## src/shared/csf_pkg.sv

```systemverilog
// Constants and carrier types for the charge supervision fault logic
package csf_pkg;
  // Clock and time base
  localparam int CLK_HZ = 20_000_000;
  localparam int HALF_SEC_MS = 500;
  localparam int HALF_SEC_CYC = CLK_HZ / 1000 * HALF_SEC_MS;
  localparam int INT_PULSE_US = 256;
  localparam int INT_PULSE_CYC = CLK_HZ / 1_000_000 * INT_PULSE_US;
  // Safety timer durations in seconds
  localparam logic [16:0] T_DEFAULT_S = 17'd18000; // 5 hours
  localparam logic [16:0] T_LOWBAT_S = 17'd3600; // 1 hour
  localparam logic [16:0] T_USB_S = 17'd2700; // 45 minutes
  localparam logic [16:0] T_SEL0_S = 17'd18000; // 5 hours
  localparam logic [16:0] T_SEL1_S = 17'd28800; // 8 hours
  localparam logic [16:0] T_SEL2_S = 17'd43200; // 12 hours
  localparam logic [16:0] T_SEL3_S = 17'd72000; // 20 hours
  // Register byte offsets
  localparam logic [5:0] OFS_SRC = 6'h00; // input_source_control
  localparam logic [5:0] OFS_PWR = 6'h04; // power_on_config
  localparam logic [5:0] OFS_CUR = 6'h08; // charge_current_control
  localparam logic [5:0] OFS_TRM = 6'h14; // term_timer_control
  localparam logic [5:0] OFS_THR = 6'h18; // thermal_reg_control
  localparam logic [5:0] OFS_MSC = 6'h1c; // misc_operation_control
  localparam logic [5:0] OFS_STS = 6'h20; // system_status
  localparam logic [5:0] OFS_FLT = 6'h24; // fault_latch
  // Reset values
  localparam logic [7:0] RST_SRC = 8'h30;
  localparam logic [7:0] RST_PWR = 8'h1b;
  localparam logic [7:0] RST_CUR = 8'h60;
  localparam logic [7:0] RST_TRM = 8'h9a;
  localparam logic [7:0] RST_THR = 8'h03;
  localparam logic [7:0] RST_MSC = 8'h40;
  // Field positions
  localparam int B_HIGHZ = 7; // input_source_control
  localparam int B_FORCE = 0; // charge_current_control
  localparam int B_TERM_EN = 7; // term_timer_control
  localparam int B_EARLY = 6;
  localparam int B_TMR_EN = 3;
  localparam int B_HALF_EN = 6; // misc_operation_control
  // Codes
  localparam logic [1:0] PH_OFF = 2'h0;
  localparam logic [1:0] PH_PRE = 2'h1;
  localparam logic [1:0] PH_FAST = 2'h2;
  localparam logic [1:0] PH_DONE = 2'h3;
  localparam logic [1:0] FC_NONE = 2'h0;
  localparam logic [1:0] FC_INOV = 2'h1;
  localparam logic [1:0] FC_TSHUT = 2'h2;
  localparam logic [1:0] FC_TIMER = 2'h3;
  localparam logic [1:0] CFG_OFF = 2'h0;
  localparam logic [1:0] CFG_CHG = 2'h1;
  // Analog comparator and pin inputs
  typedef struct packed {
    logic bat_above_rechg; // Battery above recharge threshold
    logic ichg_below_term; // Charge current below termination
    logic ichg_below_800; // Charge current below 800 mA
    logic in_dpm; // Input current or voltage regulation
    logic therm_reg; // Junction above selected limit
    logic therm_shut; // Thermal shutdown
    logic input_overvoltage; // Input above 18 V
    logic system_overvoltage; // System rail too high
    logic boost_mode; // Boost operation requested
    logic boost_ov; // Boost output above 5.3 V
    logic bat_low; // Battery below battery_low_threshold
    logic ce_n; // Charge enable pin, low enables
    logic usb100; // Source is a 100 mA USB port
    logic src_ident; // Source type identified
    logic vbus_uvlo_ok; // Input above undervoltage lockout
    logic vbus_above_bat; // Input above battery
    logic vbus_load_ok; // Input above 3.8 V at 30 mA
  } csf_pin_t;
  // Power stage controls
  typedef struct packed {
    logic buck_run; // Buck converter switching
    logic boost_run; // Boost converter switching
    logic battery_path_switch; // Battery switch on for charging
  } csf_pwr_t;
endpackage
```

## src/hdl/csf_core.sv

```systemverilog
// Charge termination, safety timers, status pins and fault latch
//
// The placing of the registers and the Avalon-MM register port were decided locally.
`timescale 1ns/1ns
`default_nettype none
module csf_core
  import csf_pkg::*;
#(
  parameter int HALF_SEC = csf_pkg::HALF_SEC_CYC, // Cycles per 0.5 s
  parameter int INT_CYC = csf_pkg::INT_PULSE_CYC // Interrupt width
) (
  input wire logic core_clk, // 20 MHz clock
  input wire logic arst_n, // Async reset, low active
  input wire logic [5:0] avs_address, // Byte address
  input wire logic avs_read, // Read request
  input wire logic avs_write, // Write request
  input wire logic [31:0] avs_writedata, // Write data
  input wire logic [3:0] avs_byteenable, // Byte lanes
  output logic [31:0] avs_readdata, // Read data
  output logic avs_waitrequest, // Stall
  input wire csf_pkg::csf_pin_t pins_i, // Asynchronous inputs
  output csf_pkg::csf_pwr_t pwr_o, // Power stage controls
  output logic [1:0] thermal_limit_sel, // Thermal limit select
  output logic input_good_pin_n, // Power good, low = good
  output logic stat_o, // State pin level
  output logic stat_oe, // State pin pull-down enable
  output logic host_int_n // Interrupt, low pulse
);
  import csf_pkg::*;

  typedef enum logic [1:0] {ST_OFF, ST_CHG, ST_DONE, ST_SUSP} csf_st_t;
  localparam int NP = $bits(csf_pin_t);

  ////////////////////////////////////////////////////////////////////////
  // Input synchronisers
  logic [NP-1:0] s1_r, s2_r, s3_r; // Three-stage chain
  csf_pin_t p; // Filtered inputs
  // A change is accepted only when stages two and three agree
  always_ff @(posedge core_clk or negedge arst_n) begin
    if (!arst_n) begin
      s1_r <= '0;
      s2_r <= '0;
      s3_r <= '0;
      p <= '0;
    end else begin
      s1_r <= pins_i;
      s2_r <= s1_r;
      s3_r <= s2_r;
      if (s2_r == s3_r) begin
        p <= s3_r;
      end
    end
  end

  ////////////////////////////////////////////////////////////////////////
  // Avalon slave and configuration
  logic [7:0] src_r, pwr_r, cur_r, trm_r, thr_r, msc_r; // Config regs
  logic host_mode_r; // Host mode after first write
  logic ack_r; // One wait state then accept
  logic acc_rd, acc_wr; // Accepted access
  logic [7:0] fault_lat_r; // Latched fault view
  logic [7:0] fault_live; // Live fault view
  logic [7:0] status; // System status view
  logic hw_set_hz, hw_clr_hz; // Hardware highz controls
  logic [7:0] wdat; // Low byte of write data

  assign avs_waitrequest = (avs_read | avs_write) & ~ack_r;
  assign acc_rd = avs_read & ack_r;
  assign acc_wr = avs_write & ack_r & avs_byteenable[0];
  assign wdat = avs_writedata[7:0];

  // Ack toggles so every access sees exactly one wait cycle
  always_ff @(posedge core_clk or negedge arst_n) begin
    if (!arst_n) begin
      ack_r <= 1'b0;
    end else begin
      ack_r <= (avs_read | avs_write) & ~ack_r;
    end
  end

  // Read data is registered in the wait cycle, one edge before the accepting edge; unmapped reads zero
  always_ff @(posedge core_clk or negedge arst_n) begin
    if (!arst_n) begin
      avs_readdata <= '0;
    end else if (avs_read & ~ack_r) begin
      case (avs_address)
        OFS_SRC: avs_readdata <= {24'h0, src_r};
        OFS_PWR: avs_readdata <= {24'h0, pwr_r};
        OFS_CUR: avs_readdata <= {24'h0, cur_r};
        OFS_TRM: avs_readdata <= {24'h0, trm_r};
        OFS_THR: avs_readdata <= {24'h0, thr_r};
        OFS_MSC: avs_readdata <= {24'h0, msc_r};
        OFS_STS: avs_readdata <= {24'h0, status};
        OFS_FLT: avs_readdata <= {24'h0, fault_lat_r};
        default: avs_readdata <= '0;
      endcase
    end
  end

  // Configuration writes; unmapped writes are dropped
  always_ff @(posedge core_clk or negedge arst_n) begin
    if (!arst_n) begin
      pwr_r <= RST_PWR;
      cur_r <= RST_CUR;
      trm_r <= RST_TRM;
      thr_r <= RST_THR;
      msc_r <= RST_MSC;
    end else if (acc_wr) begin
      case (avs_address)
        OFS_PWR: pwr_r <= wdat;
        OFS_CUR: cur_r <= wdat;
        OFS_TRM: trm_r <= wdat;
        OFS_THR: thr_r <= wdat;
        OFS_MSC: msc_r <= wdat;
        default: ;
      endcase
    end
  end

  // Highz bit: hardware set beats a software clear in the same cycle
  always_ff @(posedge core_clk or negedge arst_n) begin
    if (!arst_n) begin
      src_r <= RST_SRC;
    end else begin
      if (acc_wr && avs_address == OFS_SRC) begin
        src_r <= wdat;
      end
      if (hw_set_hz) begin
        src_r[B_HIGHZ] <= 1'b1;
      end else if (hw_clr_hz) begin
        src_r[B_HIGHZ] <= 1'b0;
      end
    end
  end

  always_ff @(posedge core_clk or negedge arst_n) begin
    if (!arst_n) begin
      host_mode_r <= 1'b0;
    end else if (avs_write & ack_r) begin
      host_mode_r <= 1'b1;
    end
  end

  assign thermal_limit_sel = thr_r[1:0];

  ////////////////////////////////////////////////////////////////////////
  // Charge cycle
  csf_st_t st_r; // Charge state
  logic tmr_flt_r; // Safety timer expired
  logic highz; // Input stage parked
  logic suspend; // Fault suspends charging
  logic allowed; // Charging may run
  logic term_ok; // Termination condition met
  logic regul; // Any regulation loop active

  assign highz = src_r[B_HIGHZ];
  assign regul = p.in_dpm | p.therm_reg;
  assign suspend = p.input_overvoltage | p.system_overvoltage |
                   p.therm_shut | tmr_flt_r;
  assign allowed = (pwr_r[5:4] == CFG_CHG) & ~p.ce_n & ~highz;
  assign term_ok = trm_r[B_TERM_EN] & ~regul & p.bat_above_rechg &
                   p.ichg_below_term;

  // Charger states; done re-enters charging below recharge threshold
  always_ff @(posedge core_clk or negedge arst_n) begin
    if (!arst_n) begin
      st_r <= ST_OFF;
    end else begin
      case (st_r)
        ST_OFF: begin
          if (allowed && suspend) begin
            st_r <= ST_SUSP;
          end else if (allowed) begin
            st_r <= ST_CHG;
          end
        end
        ST_CHG: begin
          if (!allowed) begin
            st_r <= ST_OFF;
          end else if (suspend) begin
            st_r <= ST_SUSP;
          end else if (term_ok) begin
            st_r <= ST_DONE;
          end
        end
        ST_DONE: begin
          if (!allowed) begin
            st_r <= ST_OFF;
          end else if (!p.bat_above_rechg) begin
            st_r <= ST_CHG;
          end
        end
        ST_SUSP: begin
          if (!allowed || !suspend) begin
            st_r <= ST_OFF;
          end
        end
        default: st_r <= ST_OFF;
      endcase
    end
  end

  // Switch off after termination, converter keeps running
  // Shutdown and overvoltage stop the buck at once
  assign pwr_o.battery_path_switch = (st_r == ST_CHG);
  assign pwr_o.buck_run = ~highz & ~p.input_overvoltage &
                          ~p.system_overvoltage & ~p.therm_shut &
                          ~p.boost_mode;

  assign status = {2'b00,
                   (st_r == ST_DONE) ? PH_DONE :
                   (st_r == ST_CHG) ? (p.bat_low ? PH_PRE : PH_FAST) :
                   PH_OFF,
                   p.in_dpm, 1'b0, p.therm_reg, 1'b0};

  ////////////////////////////////////////////////////////////////////////
  // Time base and safety timers
  logic [23:0] pre_r; // Half-second prescaler
  logic hs_tick; // Half-second strobe
  logic [1:0] ph_r; // Half-second phase
  logic sec_tick; // Full-rate second strobe
  logic slow; // Half-rate counting active
  logic adv; // Timer advances this cycle
  logic [16:0] tsec_r; // Safety timer seconds
  logic [16:0] usb_r; // USB100 timer seconds
  logic [16:0] limit; // Selected duration
  logic restart; // Safety timer restart
  logic ce_low_seen_r; // Charge enable pin went low
  logic [1:0] cfg_prev_r; // Previous charge config
  logic ten_prev_r; // Previous timer enable
  logic new_cycle; // Entry into charging

  assign hs_tick = (pre_r == 24'(HALF_SEC - 1));
  assign sec_tick = hs_tick & ph_r[0];
  // Half rate when regulating or forced, unless disabled
  assign slow = msc_r[B_HALF_EN] & (regul | cur_r[B_FORCE]);
  assign adv = sec_tick & (~slow | ph_r[1]);
  assign new_cycle = (st_r != ST_CHG) & allowed & ~suspend &
                     (st_r == ST_OFF || !p.bat_above_rechg);

  // Prescaler and half-second phase
  always_ff @(posedge core_clk or negedge arst_n) begin
    if (!arst_n) begin
      pre_r <= '0;
      ph_r <= '0;
    end else begin
      pre_r <= hs_tick ? '0 : pre_r + 24'd1;
      if (hs_tick) begin
        ph_r <= ph_r + 2'd1;
      end
    end
  end

  // Low battery and /mode select the duration
  always_comb begin
    if (p.bat_low) begin
      limit = T_LOWBAT_S;
    end else if (!host_mode_r) begin
      limit = T_DEFAULT_S;
    end else begin
      case (trm_r[2:1])
        2'd0: limit = T_SEL0_S;
        2'd1: limit = T_SEL1_S;
        2'd2: limit = T_SEL2_S;
        default: limit = T_SEL3_S;
      endcase
    end
  end

  // Edge trackers for restart sources
  always_ff @(posedge core_clk or negedge arst_n) begin
    if (!arst_n) begin
      ce_low_seen_r <= 1'b0;
      cfg_prev_r <= RST_PWR[5:4];
      ten_prev_r <= RST_TRM[B_TMR_EN];
    end else begin
      cfg_prev_r <= pwr_r[5:4];
      ten_prev_r <= trm_r[B_TMR_EN];
      if (!p.ce_n) begin
        ce_low_seen_r <= 1'b1;
      end else if (restart) begin
        ce_low_seen_r <= 1'b0;
      end
    end
  end

  assign restart = new_cycle | (p.ce_n & ce_low_seen_r) |
                   (cfg_prev_r == CFG_OFF && pwr_r[5:4] == CFG_CHG) |
                   (~ten_prev_r & trm_r[B_TMR_EN]);

  // Safety timer runs only while charging with the timer enabled
  always_ff @(posedge core_clk or negedge arst_n) begin
    if (!arst_n) begin
      tsec_r <= '0;
      tmr_flt_r <= 1'b0;
    end else if (restart || !trm_r[B_TMR_EN]) begin
      tsec_r <= '0;
      tmr_flt_r <= 1'b0;
    end else if (st_r == ST_CHG && adv) begin
      if (tsec_r + 17'd1 >= limit) begin
        tmr_flt_r <= 1'b1;
      end
      tsec_r <= tsec_r + 17'd1;
    end
  end

  always_ff @(posedge core_clk or negedge arst_n) begin
    if (!arst_n) begin
      usb_r <= '0;
    end else if (host_mode_r || !p.usb100 || st_r != ST_CHG) begin
      usb_r <= '0;
    end else if (sec_tick && usb_r != T_USB_S) begin
      usb_r <= usb_r + 17'd1;
    end
  end

  logic tmr_rise; // Expiry event
  logic tmr_prev_r; // Previous expiry flag
  always_ff @(posedge core_clk or negedge arst_n) begin
    if (!arst_n) begin
      tmr_prev_r <= 1'b0;
    end else begin
      tmr_prev_r <= tmr_flt_r;
    end
  end
  assign tmr_rise = tmr_flt_r & ~tmr_prev_r;
  // Default expiry parks input; USB end parks input
  assign hw_set_hz = (tmr_rise & ~host_mode_r) |
                     (usb_r == T_USB_S && st_r == ST_CHG);
  // Host expiry keeps buck supplying system
  assign hw_clr_hz = tmr_rise & host_mode_r;

  ////////////////////////////////////////////////////////////////////////
  // Boost protection
  logic boost_trip_r; // Boost overvoltage seen
  // Trip holds until boost is released
  always_ff @(posedge core_clk or negedge arst_n) begin
    if (!arst_n) begin
      boost_trip_r <= 1'b0;
    end else if (p.boost_mode && p.boost_ov) begin
      boost_trip_r <= 1'b1;
    end else if (!p.boost_mode) begin
      boost_trip_r <= 1'b0;
    end
  end
  assign pwr_o.boost_run = p.boost_mode & ~p.boost_ov & ~boost_trip_r;

  ////////////////////////////////////////////////////////////////////////
  // Fault latch and interrupt
  logic [7:0] live_prev_r; // Previous live faults
  logic pend_r; // Fault reported, not yet read
  logic flt_rd; // Accepted fault register read
  logic new_flt; // Fresh fault bit
  logic [1:0] fcode; // Live fault code

  assign fcode = p.therm_shut ? FC_TSHUT : tmr_flt_r ? FC_TIMER :
                 p.input_overvoltage ? FC_INOV : FC_NONE;
  assign fault_live = {~host_mode_r, boost_trip_r, fcode, 4'h0};
  assign flt_rd = acc_rd & (avs_address == OFS_FLT);
  assign new_flt = |(fault_live[6:4] & ~live_prev_r[6:4]);

  // Sticky latch; a read reloads it with the live view
  always_ff @(posedge core_clk or negedge arst_n) begin
    if (!arst_n) begin
      fault_lat_r <= 8'h80;
      live_prev_r <= '0;
      pend_r <= 1'b0;
    end else begin
      live_prev_r <= fault_live;
      if (flt_rd) begin
        fault_lat_r <= fault_live;
      end else begin
        fault_lat_r <= {fault_live[7], fault_lat_r[6:0] | fault_live[6:0]};
      end
      if (new_flt) begin
        pend_r <= 1'b1;
      end else if (flt_rd) begin
        pend_r <= 1'b0;
      end
    end
  end

  logic good; // Input good
  logic good_prev_r; // Previous input good
  logic id_prev_r; // Previous source identified
  logic done_prev_r; // Previous done state
  logic int_ev; // Any interrupt event
  logic [12:0] int_cnt_r; // Pulse width counter

  assign good = p.vbus_uvlo_ok & p.vbus_above_bat &
                ~p.input_overvoltage & p.vbus_load_ok;
  assign input_good_pin_n = ~good;
  assign int_ev = (p.src_ident & ~id_prev_r) | (good ^ good_prev_r) |
                  ((st_r == ST_DONE) & ~done_prev_r) |
                  (new_flt & ~pend_r);

  // Pulse restarts on a new event; width is INT_CYC cycles
  always_ff @(posedge core_clk or negedge arst_n) begin
    if (!arst_n) begin
      good_prev_r <= 1'b0;
      id_prev_r <= 1'b0;
      done_prev_r <= 1'b0;
      int_cnt_r <= '0;
    end else begin
      good_prev_r <= good;
      id_prev_r <= p.src_ident;
      done_prev_r <= (st_r == ST_DONE);
      if (int_ev) begin
        int_cnt_r <= 13'(INT_CYC);
      end else if (int_cnt_r != 13'd0) begin
        int_cnt_r <= int_cnt_r - 13'd1;
      end
    end
  end
  assign host_int_n = (int_cnt_r == 13'd0);

  ////////////////////////////////////////////////////////////////////////
  // State pin: open drain, pull low while charging
  logic stat_high; // Pin released
  // Blink in suspend; early done releases pin
  assign stat_high = (st_r == ST_SUSP) ? ph_r[0] :
                     (st_r == ST_CHG) ?
                     (trm_r[B_EARLY] & p.ichg_below_800) : 1'b1;
  assign stat_o = 1'b0;
  assign stat_oe = ~stat_high;

  ////////////////////////////////////////////////////////////////////////
  // Assertions
  property p_term_off;
    @(posedge core_clk) disable iff (!arst_n)
    st_r == ST_CHG && allowed && !suspend && term_ok
      |=> !pwr_o.battery_path_switch && st_r == ST_DONE;
  endproperty
  a_term_off: assert property (p_term_off) else $error("no end");
  property p_done_int;
    @(posedge core_clk) disable iff (!arst_n)
    $rose(st_r == ST_DONE) |-> ##1 !host_int_n && status[5:4] == PH_DONE;
  endproperty
  a_done_int: assert property (p_done_int) else $error("done irq");
  property p_no_term_reg;
    @(posedge core_clk) disable iff (!arst_n)
    st_r == ST_CHG && regul |=> st_r != ST_DONE;
  endproperty
  a_no_term_reg: assert property (p_no_term_reg) else $error("term");
  property p_early;
    @(posedge core_clk) disable iff (!arst_n)
    st_r == ST_CHG && trm_r[B_EARLY] && p.ichg_below_800 |-> !stat_oe;
  endproperty
  a_early: assert property (p_early) else $error("early done");
  property p_def_hz;
    @(posedge core_clk) disable iff (!arst_n)
    tmr_rise && !host_mode_r |=> highz;
  endproperty
  a_def_hz: assert property (p_def_hz) else $error("highz set");
  property p_host_hz;
    @(posedge core_clk) disable iff (!arst_n)
    tmr_rise && host_mode_r && !(usb_r == T_USB_S) |=> !highz;
  endproperty
  a_host_hz: assert property (p_host_hz) else $error("highz clr");
  property p_tmr_code;
    @(posedge core_clk) disable iff (!arst_n)
    $rose(tmr_flt_r) && !p.therm_shut |-> fault_live[5:4] == FC_TIMER
      ##1 fault_lat_r[5:4] != FC_NONE;
  endproperty
  a_tmr_code: assert property (p_tmr_code) else $error("timer");
  property p_tshut;
    @(posedge core_clk) disable iff (!arst_n)
    p.therm_shut |-> !pwr_o.buck_run ##1 fault_lat_r[5];
  endproperty
  a_tshut: assert property (p_tshut) else $error("shutdown");
  property p_boost;
    @(posedge core_clk) disable iff (!arst_n)
    p.boost_mode && p.boost_ov |=> !pwr_o.boost_run ##1 fault_lat_r[6];
  endproperty
  a_boost: assert property (p_boost) else $error("boost ov");
  property p_quiet;
    @(posedge core_clk) disable iff (!arst_n)
    pend_r && !flt_rd && host_int_n && !(good ^ good_prev_r) &&
      !(p.src_ident & ~id_prev_r) && st_r != ST_DONE |=> host_int_n;
  endproperty
  a_quiet: assert property (p_quiet) else $error("extra irq");
  c_done: cover property (@(posedge core_clk) $rose(st_r == ST_DONE));
  c_expire: cover property (@(posedge core_clk) tmr_rise);
  c_fltrd: cover property (@(posedge core_clk) flt_rd ##3 flt_rd);
  c_susp: cover property (@(posedge core_clk) st_r == ST_SUSP);
endmodule
`default_nettype wire

```

## config.mk

```make
export PLATFORM = sky130hd
export DESIGN_NAME = csf_core
export DESIGN_NICKNAME = d
export VERILOG_FILES = /design/src/shared/csf_pkg.sv /design/src/hdl/csf_core.sv
export SDC_FILE = /design/constraint.sdc
export NUM_CORES = 1
export LEC_CHECK = 0
export BUFFER_PORTS_ARGS = -buffer_cell sky130_fd_sc_hd__buf_4
export CAP_MARGIN = 40
export CORE_MARGIN = 4
export CORE_UTILIZATION = 45
export DETAILED_ROUTE_END_ITERATION = 16
export GPL_ROUTABILITY_DRIVEN = 0
export PLACE_DENSITY = 0.62
export RECOVER_POWER = 50
export SETUP_SLACK_MARGIN = 0.15
export SLEW_MARGIN = 20
export SYNTH_ARGS = -nofsm -noshare
export SYNTH_HDL_FRONTEND = slang
export SYNTH_SLANG_ARGS = --single-unit
```

## constraint.sdc

```tcl
create_clock -name core_clk -period 2.75 [get_ports core_clk]
set_input_delay 0.55 -clock core_clk [delete_from_list [all_inputs] [get_ports core_clk]]
set_output_delay 0.55 -clock core_clk [all_outputs]
set_load 0.03 [all_outputs]
```

**Word level (Yosys, flattened, before mapping)**

Index checks and enable logic that the tools add are counted.

- Register bits after elaboration: 247
- Bits of input ports: 63
- Output and inout bits: 42
- Word-level logic and storage cells: 229

- Add/sub/neg operators: 5
- Order comparisons: 1
- Equal/unequal tests: 24
- Multiplexer cells: 41
- Bitwise logic cells: 73
- Reduce and logical (&&, ||, !) cells: 37

Operator list:

| cell | count |
|---|---|
| $mux 17 | 6 |
| $pmux 8 s8 | 1 |
| $pmux 17 s3 | 1 |
| $and 1x1->1 | 35 |
| $add 17x1->17 const B | 2 |
| $mux 13 | 2 |
| $mux 2 | 13 |
| $add 24x1->24 const B | 1 |
| $eq 24x24->1 const B | 1 |
| $mux 24 | 1 |
| $not 1->1 | 20 |
| $eq 6x5->1 const B | 3 |
| $eq 17x12->1 const B | 1 |
| $eq 17x17->1 | 1 |
| $ge 17x17->1 | 1 |
| $ne 17x12->1 const B | 1 |
| $mux 1 | 14 |
| $or 1x1->1 | 14 |
| $logic_not 13->1 | 1 |
| $reduce_bool 13->1 | 1 |
| $sub 13x1->13 const B | 1 |
| $eq 6x6->1 const B | 2 |
| $reduce_and 2->1 | 6 |
| $reduce_bool 2->1 | 5 |
| other kinds (24) | 47 |

**Depth between registers and ports, before layout**

- Depth after elaboration: 12
- Gate-level depth with buffers: 12
- Gate-level depth less buffers: 10

**Worst setup path before layout**

OpenSTA, ideal clock, no wires.

- Kind: flip-flop to output port
- Start point: register int_cnt_r[0]
- End point: output host_int_n
- Arrival: 1,952 ps
- Data required time: 2,200 ps
- Setup slack: 248 ps
- Stages on the path, launching flop included: 7
- Buffers on the path: 1
- Path through: dfrtp_1 inv_1 ha_1 or3b_2 or4_1 clkbuf_1 inv_1

- Longest elaborated chain between the ends: 1

Ends and longest elaborated chain:

| element | line | RTL |
|---|---|---|
| start: declaration | csf_core.sv:388 | `logic [12:0] int_cnt_r;` |
| start signal: assignment | csf_core.sv:409 | `int_cnt_r <= 13'(INT_CYC);` |
| start signal: assignment | csf_core.sv:411 | `int_cnt_r <= int_cnt_r - 13'd1;` |
| $logic_not 13->1 | csf_core.sv:415 | `assign host_int_n = (int_cnt_r == 13'd0);` |
| end: declaration | csf_core.sv:27 | `output logic host_int_n` |

Every way passes these cells.

**Worst setup path in the final report**

- Start point: register int_cnt_r[1]
- End point: output host_int_n

The elaborated chain is that of the path after synthesis.

==> summary by stage <==
STA
The post-layout minimum cycle time is 2.701 ns. Across the routed clock network, the largest skew measured is 0.01273 ns. The number of setup violations in the final report is 0.

The count of pins over their slew limit is 67. In the finished design, the share of the clock period the worst path needs comes to between 90% and 100%. Setup repair after global routing could not meet its margin everywhere. The total count of hold-check failures in the final report is 0. For this run, the top clock speed supported by timing is 370.2 MHz. The actual slew at the worst max-slew pin is 1.678 ns. The post-layout worst setup margin is between 0.04 and 0.05 ns. The final hold slack is 0.1716 ns. The relative slew slack is -11.88%.

Synth
The most used flip-flop cell after synthesis is sky130_fd_sc_hd__dfrtp_1. The mapped netlist covers 10,080 um^2. The fraction of the mapped netlist area in compound gates is under 10%.

After synthesis, the share of flip-flops with an asynchronous set or reset is between 90% and 100%. The post-synthesis sequential area ratio is between 50 and 60%. The gate count of the mapped netlist is 887. The adder-cell area share of the yosys netlist is under 10%. A synthesized cell averages 11.37 um^2. Yosys mapped a number of flops with a built-in enable equal to 0.

In the synthesized netlist, mux cells make up 8.029% of the area. The synthesized netlist devotes 5.994% of its cell area to XOR and XNOR gates. The Yosys step of the flow raised 0 warnings. Synthesis inferred 219 register bits. The main combinational cell family by area after synthesis is simple AND/OR/NAND/NOR gates. The number of different library cells in the post-synthesis netlist is 66. The share of synthesized cell area in and, or, nand and nor gates is 16.79%.

Pwr
IR analysis of the VDD net gives a maximum drop of 416.5 uV. The power per unit of standard cell area is roughly 640 nW/um^2. The overall power is 0.007568 W.

The leakage dissipation is 5.374 nW.

Cells and area
In the final layout, the multi-input gates occupy 4304 um^2. The count of inserted antenna diode cells is 0. The area occupied by registers is 5507 um^2. The net count of the finished layout is 1,064.

Of the cells placed in the final design, the portion with a size suffix greater than 1 is 24.27%. The filler cell count is 1,930. The growth of design area from synthesis to finish is 16.92%.

For this run, the number of standard cells in the final layout without fillers is about 1,300.

Critical path
The biggest fanout along the worst timing path is 2. At the worst endpoint, the required time is between 2 and 2.5 ns. Data on the critical path arrives at its endpoint at approximately 2.2 ns. The worst setup path is launched from a flop. The critical path class is flop to output port. The critical path capture point type is an output port.

Floorplan
The height of the die is 157.7 um. The area of the core is 21,960 um^2. The floorplan step defined a die boundary enclosing 24,860 um^2. 105 I/O pins were placed. The number of core rows is 54. The initial utilization of the core area, before any placement, comes to 45.91%. The die outline width is 157.7 um.

Route
Before antenna repair, the detailed router went through 5 iterations. The number of DRC markers after the initial detailed-route iteration is approximately 360. The number of remaining DRC errors is 0.

The vias after detailed routing is 6,822. Dividing the detail-routed wire length by the instance count gives 16.34 um. The count of nets left with antenna violations once routing finished came out at 0.

For this block, the routed nets add up to approximately 21,000 um of wire. Using the TritonRoute via totals, the vias-per-cell ratio works out to 5.342.

Global routing
The first-pass GRT wire length is 34,720 um. The global-route congestion overflow total is 0. The pin count of the biggest net entering global routing is just under 70. The global routing usage summed across all routing layers is 17.12%. The number of antenna violations at the first check in global routing is 0.

The number of global-route vias before repair came to 6,689.

CTS
In this run, CTS created clock tree buffers numbering 23. In this run the clock root is driven by a sky130_fd_sc_hd__clkbuf_16. The clock net in this run drives a total of 219 sinks.

The maximum count of clock buffers along a single path is 3. The CTS tree is done. In this run the number of H-tree levels came out at 1.

The insertion delay to the later sink of the worst-skew pair is just over 0.5 ns. The clock-pin slew reported for the worst setup and hold paths after clock tree synthesis is around 0.060 ns.

Place
The pre-CTS setup slack is between 0.2 and 0.3 ns. The count of input and output buffers is 52. The final HPWL from detailed placement is ~15,000 um. Counting tap cells, the placed design contains a total of 1,221 instances.

Status
The flow ran to the end, but the final reports show violations. The final reports fail on capacitance limit, slew limit.

Worst hold path
The worst hold path class is input pin to flop.

Flow run
The count of maximum capacitance violations is 1.
## routing by layer
layer	vias up	GRT usage, %	share of wire, %
met5	-	0	0
met4	0	4.220	2.2
met3	30	2.406	3.6
met2	123	27.42	46
met1	3362	24.78	48
li1	3307	-	-
## sequential cells by signal (all words and copies together), names as in the netlist, 13 cells and up
signal	cells
pre_r	24
p	17
s1_r	17
s2_r	17
s3_r	17
tsec_r	17
usb_r	17
int_cnt_r	13
## where the power goes
part	internal, W	switching (W)
Sequential	0.00340	0.000135
Clock	0.00200	0.00129
Combinational	0.000349	0.000397
Total	0.00575	0.00182
## synthesized netlist by cell type, drive strengths merged (7+ instances only)
cell | count | area, um^2
a21o | 12 | 90.09
a21oi | 26 | 130.1
a31oi | 7 | 43.79
and2 | 9 | 56.30
and3 | 15 | 95.09
and4 | 8 | 71.32
buf | 41 | 285.3
clkbuf | 12 | 45.04
dfrtp | 201 | 5030
dfstp | 18 | 473.0
ha | 21 | 262.8
inv | 21 | 78.83
mux2 | 63 | 709.4
mux2i | 10 | 100.1
nand2 | 57 | 214.0
nand2b | 9 | 56.30
nand3 | 30 | 150.1
nand4 | 20 | 125.1
nor2 | 67 | 251.5
nor3 | 14 | 70.07
nor4 | 11 | 81.32
o21ai | 34 | 170.2
or3 | 24 | 150.1
or4 | 12 | 90.09
xnor2 | 40 | 350.3
xor2 | 29 | 254.0
## cells by family after synthesis
logic type,Yosys count
compound gates,121
flops,219
xor+xnor,69
buf+inv,75
other cells,1
simple gates,308
fa+ha+maj,21
mux,73
## critical path: stages (launching register included)
cell,delay (ns)
sky130_fd_sc_hd__dfrtp_1,0.39
sky130_fd_sc_hd__inv_2,0.07
sky130_fd_sc_hd__ha_4,0.13
sky130_fd_sc_hd__or3b_4,0.37
sky130_fd_sc_hd__or4_4,0.49
sky130_fd_sc_hd__inv_2,0.07
sky130_fd_sc_hd__buf_6,0.12
## cell type report
| type | instances | area share, % |
|---|---|---|
| flip-flops and latches | 219 | 46.71 |
| multi-input cells | 617 | 36.51 |
| repair buffers | 97 | 6.231 |
| clock buffers | 27 | 5.265 |
| well taps | 280 | 2.972 |
| clock inverters | 15 | 1.603 |
| inverters | 22 | 0.7006 |
## layout by cell type, fill, tap and decap left out, types with 25 or more instances in the layout
master                    Yosys  final
sky130_fd_sc_hd__xnor2_1     40     40
sky130_fd_sc_hd__buf_4       28     71
sky130_fd_sc_hd__xor2_1      29     29
sky130_fd_sc_hd__dfrtp_1    201    198
sky130_fd_sc_hd__nand3_1     30     30
sky130_fd_sc_hd__conb_1       1     25
sky130_fd_sc_hd__mux2_2      63     63
sky130_fd_sc_hd__o21ai_0     34     34
sky130_fd_sc_hd__nor2_1      67     66
sky130_fd_sc_hd__nand2_1     57     57
sky130_fd_sc_hd__a21oi_1     26     25
## path summary, 6_finish.rpt
kind	cells past startpoint	slack (ns)	to	startpoint
max in group asynchronous	3	0.52	p[13]	arst_n
setup / recovery	6	0.05	host_int_n	int_cnt_r[1]
hold reg to reg	0	0.35	s2_r[1]	s1_r[1]
hold / removal	1	0.17	s1_r[5]	pins_i[5]
setup reg to reg	5	0.26	tsec_r[5]	pwr_r[4]
min in group asynchronous	2	0.98	int_cnt_r[1]	arst_n
## what timing repair did
item                       CTS  global route
resized for setup           10             9
pin swaps                    3             2
hold endpoints to repair    11             0
buffers inserted             8             5
hold buffers                 1             0
setup endpoints to repair    1             2
## through the flow
stage / setup TNS (ns) / util (%) / cell area [um^2]
after floorplan: 0 / - / 10170
after global placement: 0 / 49.44 / 10860
after detailed placement: 0 / 49.44 / 10860
after CTS: 0 / 53.58 / 11770
after global routing: -0.01386 / 53.68 / 11790
final: 0 / 53.68 / 11790
No activity file was read; power rests on OpenSTA's default activity.
